### src/shared/osf_pkg.sv
`default_nettype none
package osf_pkg;
  localparam int unsigned CHANNELS  = 8;
  localparam int unsigned DATA_W    = 16;
  localparam int unsigned MAX_SHIFT = 6;                 // ratio 64
  localparam int unsigned ACC_W     = DATA_W + MAX_SHIFT;
  localparam int unsigned CNT_W     = 7;                 // counts up to 64 samples
  localparam int unsigned OS_W      = 3;
  localparam int unsigned IDX_W     = 3;

  // select field codes
  localparam logic [OS_W-1:0] OS_NONE    = 3'h0;
  localparam logic [OS_W-1:0] OS_INVALID = 3'h7;
  localparam logic [OS_W-1:0] OS_RESET   = OS_NONE;

  // spacing of internally timed samples: one base-rate period
  localparam int unsigned CLK_PERIOD_PS = 5000;          // 200 MHz
  localparam int unsigned SAMPLE_GAP_NS = 5000;          // 200k samples per second
  localparam int unsigned GAP_CYCLES    = (SAMPLE_GAP_NS * 1000) / CLK_PERIOD_PS;
  localparam int unsigned TMR_W         = 10;
  localparam logic [TMR_W-1:0] GAP_LOAD = TMR_W'(GAP_CYCLES - 1);

  typedef logic [CHANNELS-1:0][DATA_W-1:0] osf_bank_t;

  // code to log2 of the ratio; 111 is not a ratio and runs without averaging
  function automatic logic [OS_W-1:0] osf_shift(input logic [OS_W-1:0] code);
    osf_shift = (code == OS_INVALID) ? OS_NONE : code;
  endfunction

  // number of samples per channel for a code
  function automatic logic [CNT_W-1:0] osf_count(input logic [OS_W-1:0] code);
    osf_count = CNT_W'(1) << osf_shift(code);
  endfunction
endpackage
`default_nettype wire

### src/shared/osf_acc_if.sv
`default_nettype none
interface osf_acc_if;
  logic                      clear;    // start of an oversampled conversion
  logic                      add;      // fold one set of samples in
  osf_pkg::osf_bank_t        samples;
  logic [osf_pkg::OS_W-1:0]  shift;    // log2 of the ratio in use
  osf_pkg::osf_bank_t        avg;      // averaged, decimated results

  modport ctrl (output clear, output add, output samples, output shift, input avg);
  modport core (input clear, input add, input samples, input shift, output avg);
endinterface
`default_nettype wire

### src/design/osf_avg_core.sv
`default_nettype none
module osf_avg_core (
  input  wire logic  ref_clk,
  input  wire logic  arst_n,
  osf_acc_if.core    acc_if
);
  typedef struct packed {
    logic [osf_pkg::CHANNELS-1:0][osf_pkg::ACC_W-1:0] acc;
  } osf_core_state_t;

  osf_core_state_t state;
  osf_core_state_t next_state;

  // [RULE_09] running sum per channel
  always_comb
  begin
    next_state = state;
    for (int c = 0; c < osf_pkg::CHANNELS; c++)
    begin
      if (acc_if.clear)
        next_state.acc[c] = '0;
      else if (acc_if.add)
        next_state.acc[c] = state.acc[c]
          + {{osf_pkg::MAX_SHIFT{acc_if.samples[c][osf_pkg::DATA_W-1]}}, acc_if.samples[c]};
    end
  end

  always_ff @(posedge ref_clk or negedge arst_n)
  begin
    if (!arst_n)
      state <= '0;
    else
      state <= next_state;
  end

  // [RULE_10] divide by ratio, keep 16 bits
  generate
    for (genvar g = 0; g < osf_pkg::CHANNELS; g++)
    begin : g_avg
      logic signed [osf_pkg::ACC_W-1:0] scaled;
      assign scaled = $signed(state.acc[g]) >>> acc_if.shift;
      assign acc_if.avg[g] = scaled[osf_pkg::DATA_W-1:0]; // sum of N fits 16 bits after shift
    end
  endgenerate

  a_clear_zero: assert property (@(posedge ref_clk) disable iff (!arst_n) // RULE_09
    acc_if.clear |=> state.acc[0] == '0 && state.acc[osf_pkg::CHANNELS-1] == '0)
    else $error("accumulator not cleared");

  a_add_sum: assert property (@(posedge ref_clk) disable iff (!arst_n) // RULE_09
    acc_if.add && !acc_if.clear |=> state.acc[0] == $past(state.acc[0])
      + {{osf_pkg::MAX_SHIFT{$past(acc_if.samples[0][osf_pkg::DATA_W-1])}},
         $past(acc_if.samples[0])})
    else $error("accumulator sum wrong");
endmodule
`default_nettype wire

### src/design/osf_filter.sv
// Overview of operation
// [RULE_01] results readable while busy is high
// [RULE_02] read-out same for every mode and ratio
// [RULE_03] output registers load as busy falls
// [RULE_04] three select pins, bit 2 most significant
// [RULE_05] select pins captured as busy falls
// [RULE_06] codes 000 none, 001-110 ratio 2-64
// [RULE_07] host keeps start rate within ratio limit
// [RULE_08] first sample on start, rest internally timed
// [RULE_09] all samples per channel are averaged
// [RULE_10] average decimated to a 16-bit word
// [RULE_11] host drives both start inputs together; without a ratio either input alone starts a conversion
// [RULE_12] busy spans the whole oversampled conversion
// [RULE_13] host should read during busy for throughput
// [RULE_14] reads step through channels from channel 1
// [RULE_15] busy rises at start, falls after averaging
`default_nettype none
module osf_filter (
  input  wire logic                         ref_clk,
  input  wire logic                         arst_n,
  input  wire logic                         convert_start_a,
  input  wire logic                         convert_start_b,
  input  wire logic [osf_pkg::OS_W-1:0]     oversample_select,
  input  wire logic                         read_n,
  input  wire logic                         conv_done,
  input  wire osf_pkg::osf_bank_t           conv_data,
  output logic                              sample_start,
  output logic                              busy,
  output logic [osf_pkg::DATA_W-1:0]        data_out,
  output logic                              first_channel
);
  typedef enum logic [1:0] {OSF_IDLE, OSF_CONV, OSF_GAP, OSF_FINISH} osf_phase_t;

  typedef struct packed {
    osf_phase_t                 phase;
    logic                       busy;
    logic                       sample_start;
    logic [osf_pkg::OS_W-1:0]   os_cur;
    logic [osf_pkg::CNT_W-1:0]  taken;
    logic [osf_pkg::TMR_W-1:0]  timer;
    logic [osf_pkg::IDX_W-1:0]  rd_idx;
    osf_pkg::osf_bank_t         out_reg;
    logic [osf_pkg::DATA_W-1:0] data_out;
    logic                       first_channel;
    logic [1:0]                 cs_a_sync;
    logic [1:0]                 cs_b_sync;
    logic [1:0]                 rd_sync;
    logic [osf_pkg::OS_W-1:0]   os_s1;
    logic [osf_pkg::OS_W-1:0]   os_s2;
    logic                       start_prev;
    logic                       rd_prev;
  } osf_state_t;

  osf_state_t state;
  osf_state_t next_state;
  osf_acc_if  acc_if ();

  logic start_level;
  logic start_edge;
  logic rd_fall;

  // [RULE_11] with a ratio set both inputs must be high; without one either may start
  assign start_level = (osf_pkg::osf_shift(state.os_cur) != osf_pkg::OS_NONE)
                     ? (state.cs_a_sync[1] & state.cs_b_sync[1])
                     : (state.cs_a_sync[1] | state.cs_b_sync[1]);
  assign start_edge  = start_level & ~state.start_prev;
  assign rd_fall     = state.rd_prev & ~state.rd_sync[1];

  // accumulator hookup
  assign acc_if.clear   = (state.phase == OSF_IDLE) && start_edge;
  assign acc_if.add     = (state.phase == OSF_CONV) && conv_done;
  assign acc_if.samples = conv_data;
  // [RULE_06] code to ratio, 111 runs unaveraged
  assign acc_if.shift   = osf_pkg::osf_shift(state.os_cur);

  osf_avg_core u_core (
    .ref_clk (ref_clk),
    .arst_n  (arst_n),
    .acc_if  (acc_if)
  );

  // pin synchronisers, phase sequencing and read-out
  always_comb
  begin
    next_state = state;
    next_state.cs_a_sync    = {state.cs_a_sync[0], convert_start_a};
    next_state.cs_b_sync    = {state.cs_b_sync[0], convert_start_b};
    next_state.rd_sync      = {state.rd_sync[0], read_n};
    // [RULE_04] select pins, bit 2 most significant
    next_state.os_s1        = oversample_select;
    next_state.os_s2        = state.os_s1;
    next_state.start_prev   = start_level;
    next_state.rd_prev      = state.rd_sync[1];
    next_state.sample_start = 1'b0;
    if (state.timer != '0)
      next_state.timer = state.timer - 1'b1;

    // [RULE_02] one read path for every read-out mode
    // [RULE_01] reads serve the held bank, so a read during busy sees the previous results
    // [RULE_14] each read strobe presents the next channel, channel 1 first
    if (rd_fall)
    begin
      next_state.data_out      = state.out_reg[state.rd_idx];
      next_state.first_channel = (state.rd_idx == '0);
      next_state.rd_idx        = state.rd_idx + 1'b1;
    end

    case (state.phase)
      OSF_IDLE:
      begin
        // [RULE_15] busy rises with the start edge
        // [RULE_08] the start edge takes the first sample
        if (start_edge)
        begin
          next_state.busy         = 1'b1;
          next_state.sample_start = 1'b1;
          next_state.taken        = osf_pkg::CNT_W'(1);
          next_state.timer        = osf_pkg::GAP_LOAD;
          next_state.phase        = OSF_CONV;
        end
      end
      OSF_CONV:
      begin
        // [RULE_12] busy held until the last of N samples is in
        if (conv_done)
          next_state.phase = (state.taken == osf_pkg::osf_count(state.os_cur))
                           ? OSF_FINISH : OSF_GAP;
      end
      OSF_GAP:
      begin
        // [RULE_08] remaining samples paced by the internal timer
        if (state.timer == '0)
        begin
          next_state.sample_start = 1'b1;
          next_state.taken        = state.taken + 1'b1;
          next_state.timer        = osf_pkg::GAP_LOAD;
          next_state.phase        = OSF_CONV;
        end
      end
      OSF_FINISH:
      begin
        // [RULE_03] new bank loads as busy falls; a colliding read gets the old bank and its index step is overridden
        // [RULE_05] select pins captured for the next conversion
        next_state.busy    = 1'b0;
        next_state.out_reg = acc_if.avg;
        next_state.os_cur  = state.os_s2;
        next_state.rd_idx  = '0;
        next_state.phase   = OSF_IDLE;
      end
      default:
        next_state.phase = OSF_IDLE;
    endcase
  end

  // one register for the whole state; select defaults to no oversampling
  always_ff @(posedge ref_clk or negedge arst_n)
  begin
    if (!arst_n)
    begin
      state        <= '0;
      state.phase  <= OSF_IDLE;
      state.os_cur <= osf_pkg::OS_RESET;
      state.rd_sync <= 2'h3;
      state.rd_prev <= 1'b1;
    end
    else
      state <= next_state;
  end

  assign sample_start  = state.sample_start;
  assign busy          = state.busy;
  assign data_out      = state.data_out;
  assign first_channel = state.first_channel;

  // helper: samples taken in the current conversion
  logic [osf_pkg::CNT_W-1:0] seen;
  always_ff @(posedge ref_clk or negedge arst_n)
  begin
    if (!arst_n)
      seen <= '0;
    else if (acc_if.clear)
      seen <= '0;
    else if (acc_if.add)
      seen <= seen + 1'b1;
  end

  a_busy_rise: assert property (@(posedge ref_clk) disable iff (!arst_n) // RULE_15
    state.phase == OSF_IDLE && start_edge |=> busy && sample_start)
    else $error("busy did not rise on start");

  a_ratio_samples: assert property (@(posedge ref_clk) disable iff (!arst_n) // RULE_12
    $fell(busy) |-> seen == osf_pkg::osf_count($past(state.os_cur)))
    else $error("wrong number of samples averaged");

  a_load_at_fall: assert property (@(posedge ref_clk) disable iff (!arst_n) // RULE_03
    $changed(state.out_reg) |-> $fell(busy) && state.rd_idx == '0)
    else $error("output bank changed outside busy fall");

  a_os_capture: assert property (@(posedge ref_clk) disable iff (!arst_n) // RULE_05
    $fell(busy) |-> state.os_cur == $past(state.os_s2))
    else $error("select not captured at busy fall");

  a_os_hold: assert property (@(posedge ref_clk) disable iff (!arst_n) // RULE_05
    !$fell(busy) |-> $stable(state.os_cur))
    else $error("select changed outside busy fall");

  a_read_step: assert property (@(posedge ref_clk) disable iff (!arst_n) // RULE_14
    rd_fall && state.phase != OSF_FINISH |=>
      state.rd_idx == $past(state.rd_idx) + 1'b1 &&
      data_out == $past(state.out_reg[state.rd_idx]))
    else $error("read did not step channel");

  a_sample_gap: assert property (@(posedge ref_clk) disable iff (!arst_n) // RULE_08
    sample_start |=> !sample_start [*8])
    else $error("internal samples too close");
endmodule
`default_nettype wire

### config.mk
export PLATFORM = sky130hd
export DESIGN_NAME = osf_filter
export DESIGN_NICKNAME = d
export VERILOG_FILES = /design/src/shared/osf_pkg.sv /design/src/shared/osf_acc_if.sv /design/src/design/osf_avg_core.sv /design/src/design/osf_filter.sv
export SDC_FILE = /design/constraint.sdc
export NUM_CORES = 1
export LEC_CHECK = 0
export BUFFER_PORTS_ARGS = -buffer_cell sky130_fd_sc_hd__buf_4
export CAP_MARGIN = 5
export CORE_ASPECT_RATIO = 1.1
export CORE_UTILIZATION = 25
export DETAILED_ROUTE_END_ITERATION = 8
export HOLD_SLACK_MARGIN = 0.08
export SLEW_MARGIN = 20
export SYNTH_ARGS = -nofsm -noshare
export SYNTH_HDL_FRONTEND = slang
export SYNTH_SLANG_ARGS = --single-unit
export TNS_END_PERCENT = 100
### constraint.sdc
create_clock -name ref_clk -period 3.3 [get_ports ref_clk]
set_input_delay 0.495 -clock ref_clk [delete_from_list [all_inputs] [get_ports ref_clk]]
set_output_delay 0.495 -clock ref_clk [all_outputs]
set_load 0.01 [all_outputs]
; ---- Yosys cells after proc, flatten, opt, wreduce, memory -nomap -nowiden
; Cells that the tools add are included.
[word_totals]
reg_bits = 362
output_inout_bits = 19
elab_cells = 115
[op_classes]
reduce_logical = 14
n_bitwise = 6
addsub = 11
shift = 9
mux = 34
n_lt_le_gt_ge = 1
n_eq_ne = 8
[op_table]
columns = op, count
row1 = $mux W22, 16
row2 = $add A22 B22 Y22, 8
row3 = $sshr A22 B3 Y16, 8
row4 = $mux W131, 1
row5 = $bmux W16 S3, 1
row6 = $mux W17, 2
row7 = $pmux W17 S2, 1
row8 = $mux W16, 1
row9 = $logic_not A10 Y1, 1
row10 = $mux W10, 1
row11 = $reduce_bool A10 Y1, 1
row12 = $sub A10 B1 Y10 const B, 1
row13 = $pmux W2 S4, 1
row14 = $reduce_bool A2 Y1, 4
row15 = $add A7 B1 Y7 const B, 1
row16 = $eq A7 B7 Y1, 1
row17 = $shl A1 B3 Y7 const A, 1
row18 = $mux W3, 2
row19 = $ne A2 B2 Y1 const B, 3
row20 = $reduce_and A3 Y1, 2
row21 = $eq A2 B2 Y1 const B, 2
row22 = $lt A3 B4 Y1 const B, 1
row23 = $mux W2, 2
row24 = $mux W4, 1
row25 = other kinds (13), 20

; ---- Longest topological paths before layout
[logic_depth]
word_depth = 7
ltp_mapped = 11
depth_no_buf = 10

; ---- By module
; A second synthesis with hierarchy kept.
[unflattened]
hier_cells = 3001
hier_area_um2 = 27832.9
[modules_own_cells]
columns = mod, cells_per_inst, n_inst, seq_area_each_um2, area_each_um2
row1 = osf_avg_core, 2420, 1, 4404.2, 19520.0
row2 = osf_filter, 581, 1, 4658.2, 8313.0

; ---- Worst setup path after synthesis
; No wires, ideal clock.
[synth_path]
path_type = input-to-reg
startpoint = input conv_data[0] (netlist name)
endpoint = register u_core.state[20] (netlist name)
arrival_ns = 2.611
setup_ns = 0.132
path_buffers = 0
path_slack_ns = 0.557
cell_stages = 10
required_time_ns = 3.168
path_cell_list = ha_1 > fa_1 > a21o_1 > a21o_1 > a2111oi_2 > nor2_1 > a211oi_2 > o221ai_1 > xnor2_1 > o21ai_1
[synth_between]
elab_chain_len = 3
[synth_lines]
columns = item, line
row1 = "start, declared", osf_filter.sv:26  ; input wire osf_pkg::osf_bank_t conv_data,
row2 = $add A22 B22 Y22, osf_avg_core.sv:24  ; + {{osf_pkg::MAX_SHIFT{acc_if.samples[c][osf_pkg::DATA_W-1]}}, acc_if.samples[c]};
row3 = $mux W22, osf_avg_core.sv:22  ; else if (acc_if.add)
row4 = $mux W22, osf_avg_core.sv:20  ; if (acc_if.clear)
row5 = "end signal, assigned", osf_avg_core.sv:33  ; state <= next_state;
row6 = "end, declared", osf_avg_core.sv:11  ; osf_core_state_t state;
; Every way passes these cells. The select of a mux whose other input is x is not followed.
; A chain may end at the register's enable or synchronous reset.

; ---- Worst setup path in the final report
[layout_path]
startpoint = register u_core.state[0] (netlist name)
endpoint = register u_core.state[20] (netlist name)
[layout_between]
elab_chain_len = 3
[layout_lines]
columns = item, line
row1 = $add A22 B22 Y22, osf_avg_core.sv:24
row2 = $mux W22, osf_avg_core.sv:22
row3 = $mux W22, osf_avg_core.sv:20
; Every way passes these cells. The select of a mux whose other input is x is not followed.

==> results.tsv <==
metric	value	unit
outcome	complete, no violations	
Sink Count	362	
startpoint types	flop	
mapped cell area	0.0276	mm²
ys async rst share	1.00	
syn_nets	3464	
Ports	156	
post-synth top area cell	dfrtp_1	
Placed Area	0.0305	mm²
via/cell ratio	5.05	
Met1 Wirelength	37400	µm
crit path max-delay cell type	fa_1	
crit-path max cell delay	420	ps
Post-synth EDFFs	0	
DRC viols	0	
post-CTS setup buffers	0	
clock latency on the worst-skew pair	580	ps
CP Capture Type	flop	
H-tree depth	2	
Fillers	11500	
unrepaired setup endpoints after global routing	no	
crit path kind	flop to flop	
drt total wl	85300	µm
Slew HR	0.365	
IO Port Bufs	155	
vias	23600	
DR WL met2	42300	µm
Final Skew	25.7	ps
DR top layer	met5	
DR iter-0 viols	1524	
ranking of synthesized cells by area	dfrtp_1 33%, mux4_2 9.2%, nand2_1 8.1%, ha_1 7.9%, a21oi_1 5.2%	
post-route cell area	0.0320	mm²
cell chain of the critical path	ha_1, fa_1, a21o_1, a21o_1, a2111oi_2, nor2_1, a211oi_2, o221ai_1, xnor2_1, o21ai_1	
post-layout min period	2860	ps
die area	0.112	mm²
clock slew seen by the registers of the worst setup and hold paths	60	ps
pin count of the biggest net entering global routing	85	
CP Max Fanout	3	
Final HPWL DP	64200	µm
Comb pwr share	0.571	
CORE AREA	0.109	mm²
post-route ant nets	0	
Internal	0.0174	W
P_sw	0.0148	W
P&R area growth vs syn	15.7	%
Pleak	13.6	nW
initial antenna violation count	4	
Final Max Slew Viols	0	
sequential element share of the synthesized area	0.328	
VDD IR max	522	µV
GRT Total Usage	0.151	
MaxCap Viol Count	0	
final setup fails	0	
TritonCTS clock tree	built	
#FFs+latches synth	362	
PwrDens	1010	mW/mm²
TritonRoute pass-1 iters	5	
fin crit share	0.867	
Fmax achieved	350	MHz
Hold Path Class	primary input to flop	
Cell variety after synth	82	
Syn Area/Cell	8.79	µm²
FP Rows	127	
RD Place Congestion	0.896	
sequential share of power	0.276	
root buf cell	clkbuf_16	
Post-Synthesis Cells	3145	
met3 WL	2620	µm
power share of the clock group	0.153	
CP most frequent cell	a21o_1	
layout cell share with drive strength beyond 1	0.141	
first-pass GRT wire length	134000	µm
sw frac	0.461	
DR WL/cell	18.3	µm
Nets	3532	
clock buffer depth	3	
Setup TNS	0	ps
Initial Utilization	0.253	
Die W	319	µm
Slew @ Worst Pin	953	ps
Main synth FF type	dfrtp_1	
GRT overflow	0	
WP data required	3760	ps
Die Y-Extent	351	µm
Seq. cell area	0.00907	mm²
CP arrival	3320	ps
footprint of the multi-input gates	0.0175	mm²
vias in the first global route	23100	
Synth top area share	0.325	
Warnings, synthesis	0	
final hold vios	0	
TritonCTS buffer count	43	
power by group through the flow:
stage	registers [W]	logic [W]	clock network (W)
6_report	0.00887	0.0184	0.00493
5_1_grt	0.00910	0.0204	0.00520
4_1_cts	0.00885	0.0184	0.00506
3_5_place_dp	0.00890	0.0184	0
3_3_place_gp	0.00886	0.0182	0
2_1_floorplan	0.00764	0.0141	0
cells in the final DEF, fill, tap and decap left out, drive strengths merged, types with 7 or more instances in the layout:
cell type and instances:
a211o 7, a211oi 87, a21boi 7, a21o 73
a21oi 290, a221oi 11, a31oi 92, and2 13
and3 20, buf 226, clkbuf 56, clkinv 12
dfrtp 359, dlygate4sd3 7, fa 8, ha 174
inv 52, mux2 8, mux2i 81, mux4 113
nand2 599, nand2b 12, nand3 38, nand3b 8
nand4 20, nor2 198, nor2b 52, nor3 19
nor3b 9, o211ai 16, o21a 17, o21ai 241
o21bai 28, o22ai 24, o31ai 21, or3 12
xnor2 98, xor2 56
per-stage QoR:
step / total power [W] / instances / setup WS, ps / utilization / hold WS, ps
2_1_floorplan: 0.0217 / 3145 / 557 / - / 199
6_report: 0.0322 / 4662 / 439 / 0.292 / 306
5_1_grt: 0.0347 / 4661 / 247 / 0.292 / 324
3_5_place_dp: 0.0273 / 4580 / 193 / 0.279 / 335
4_1_cts: 0.0323 / 4660 / 412 / 0.292 / 271
3_3_place_gp: 0.0271 / 4580 / 161 / 0.279 / 339
cell families after synthesis:
| family | share of synthesized area |
|---|---|
| and+or+nand+nor | 0.160 |
| AOI/OAI and AO/OA | 0.213 |
| DFF | 0.328 |
| buffers and inverters | 0.0406 |
| muxes | 0.125 |
| adders and majority gates | 0.0846 |
| xor gates and xnor gates | 0.0488 |
flip-flops by register name (all words and copies together) (netlist names):
register	flops
u_core.state	176
state	160
data_out	16
next_state	7
busy	1
first_channel	1
sample_start	1
routing by layer:
metal	vias to the layer above	global-route usage
met5	-	0
met4	2	0.0538
met3	140	0.0190
met2	443	0.264
met1	11400	0.190
li1	11600	-
final timing paths:
kind	startpoint	endpoint	slack [ps]	cells after the start
worst min-delay path	conv_data[112]	u_core.state[154]$_DFFE_PN0P_	310	4
worst max-delay path	u_core.state[0]$_DFFE_PN0P_	u_core.state[20]$_DFFE_PN0P_	440	10
worst min register to register	next_state[2]$_DFF_PN0_	state[2]$_DFF_PN0_	350	0
min in group asynchronous	arst_n	u_core.state[102]$_DFFE_PN0P_	490	2
max in group asynchronous	arst_n	u_core.state[41]$_DFFE_PN0P_	1910	3
worst max register to register	u_core.state[0]$_DFFE_PN0P_	u_core.state[20]$_DFFE_PN0P_	440	10
Yosys cell counts, types with 20 or more instances:
library cell	number
nand2_1	599
o22ai_1	24
a21oi_1	288
ha_1	174
buf_4	24
and3_1	20
mux4_2	113
nand3_1	38
inv_1	48
xnor2_1	98
mux2i_1	81
buf_2	42
xor2_1	56
clkbuf_1	130
a31oi_1	92
nor2_1	197
o21ai_0	126
a21o_1	73
nand4_1	20
o21bai_1	28
o21ai_1	114
dfrtp_1	359
nor2b_1	52
a211oi_1	86
worst max-delay path: cells and delay by family (launching register included):
family / cells / cell delay (ps)
adders and majority gates: 2 / 630
xor gates and xnor gates: 1 / 160
and+or+nand+nor: 1 / 170
DFF: 1 / 390
AOI/OAI and AO/OA: 6 / 1400
timing repair:
item | 4_1_cts | 5_1_grt
gates resized for setup | 0 | 0
hold endpoints to repair | 67 | 0
hold buffers | 7 | 0
area by class of cell:
type	count	area share
Clock inverter	17	0.00626
Multi-Input combinational cell	2522	0.548
Antenna cell	2	0.000157
Tap cell	1419	0.0555
Sequential cell	362	0.284
Clock buffer	56	0.0383
Inverter	51	0.00599
Timing Repair Buffer	233	0.0625
(Power assumes the default switching activity.)
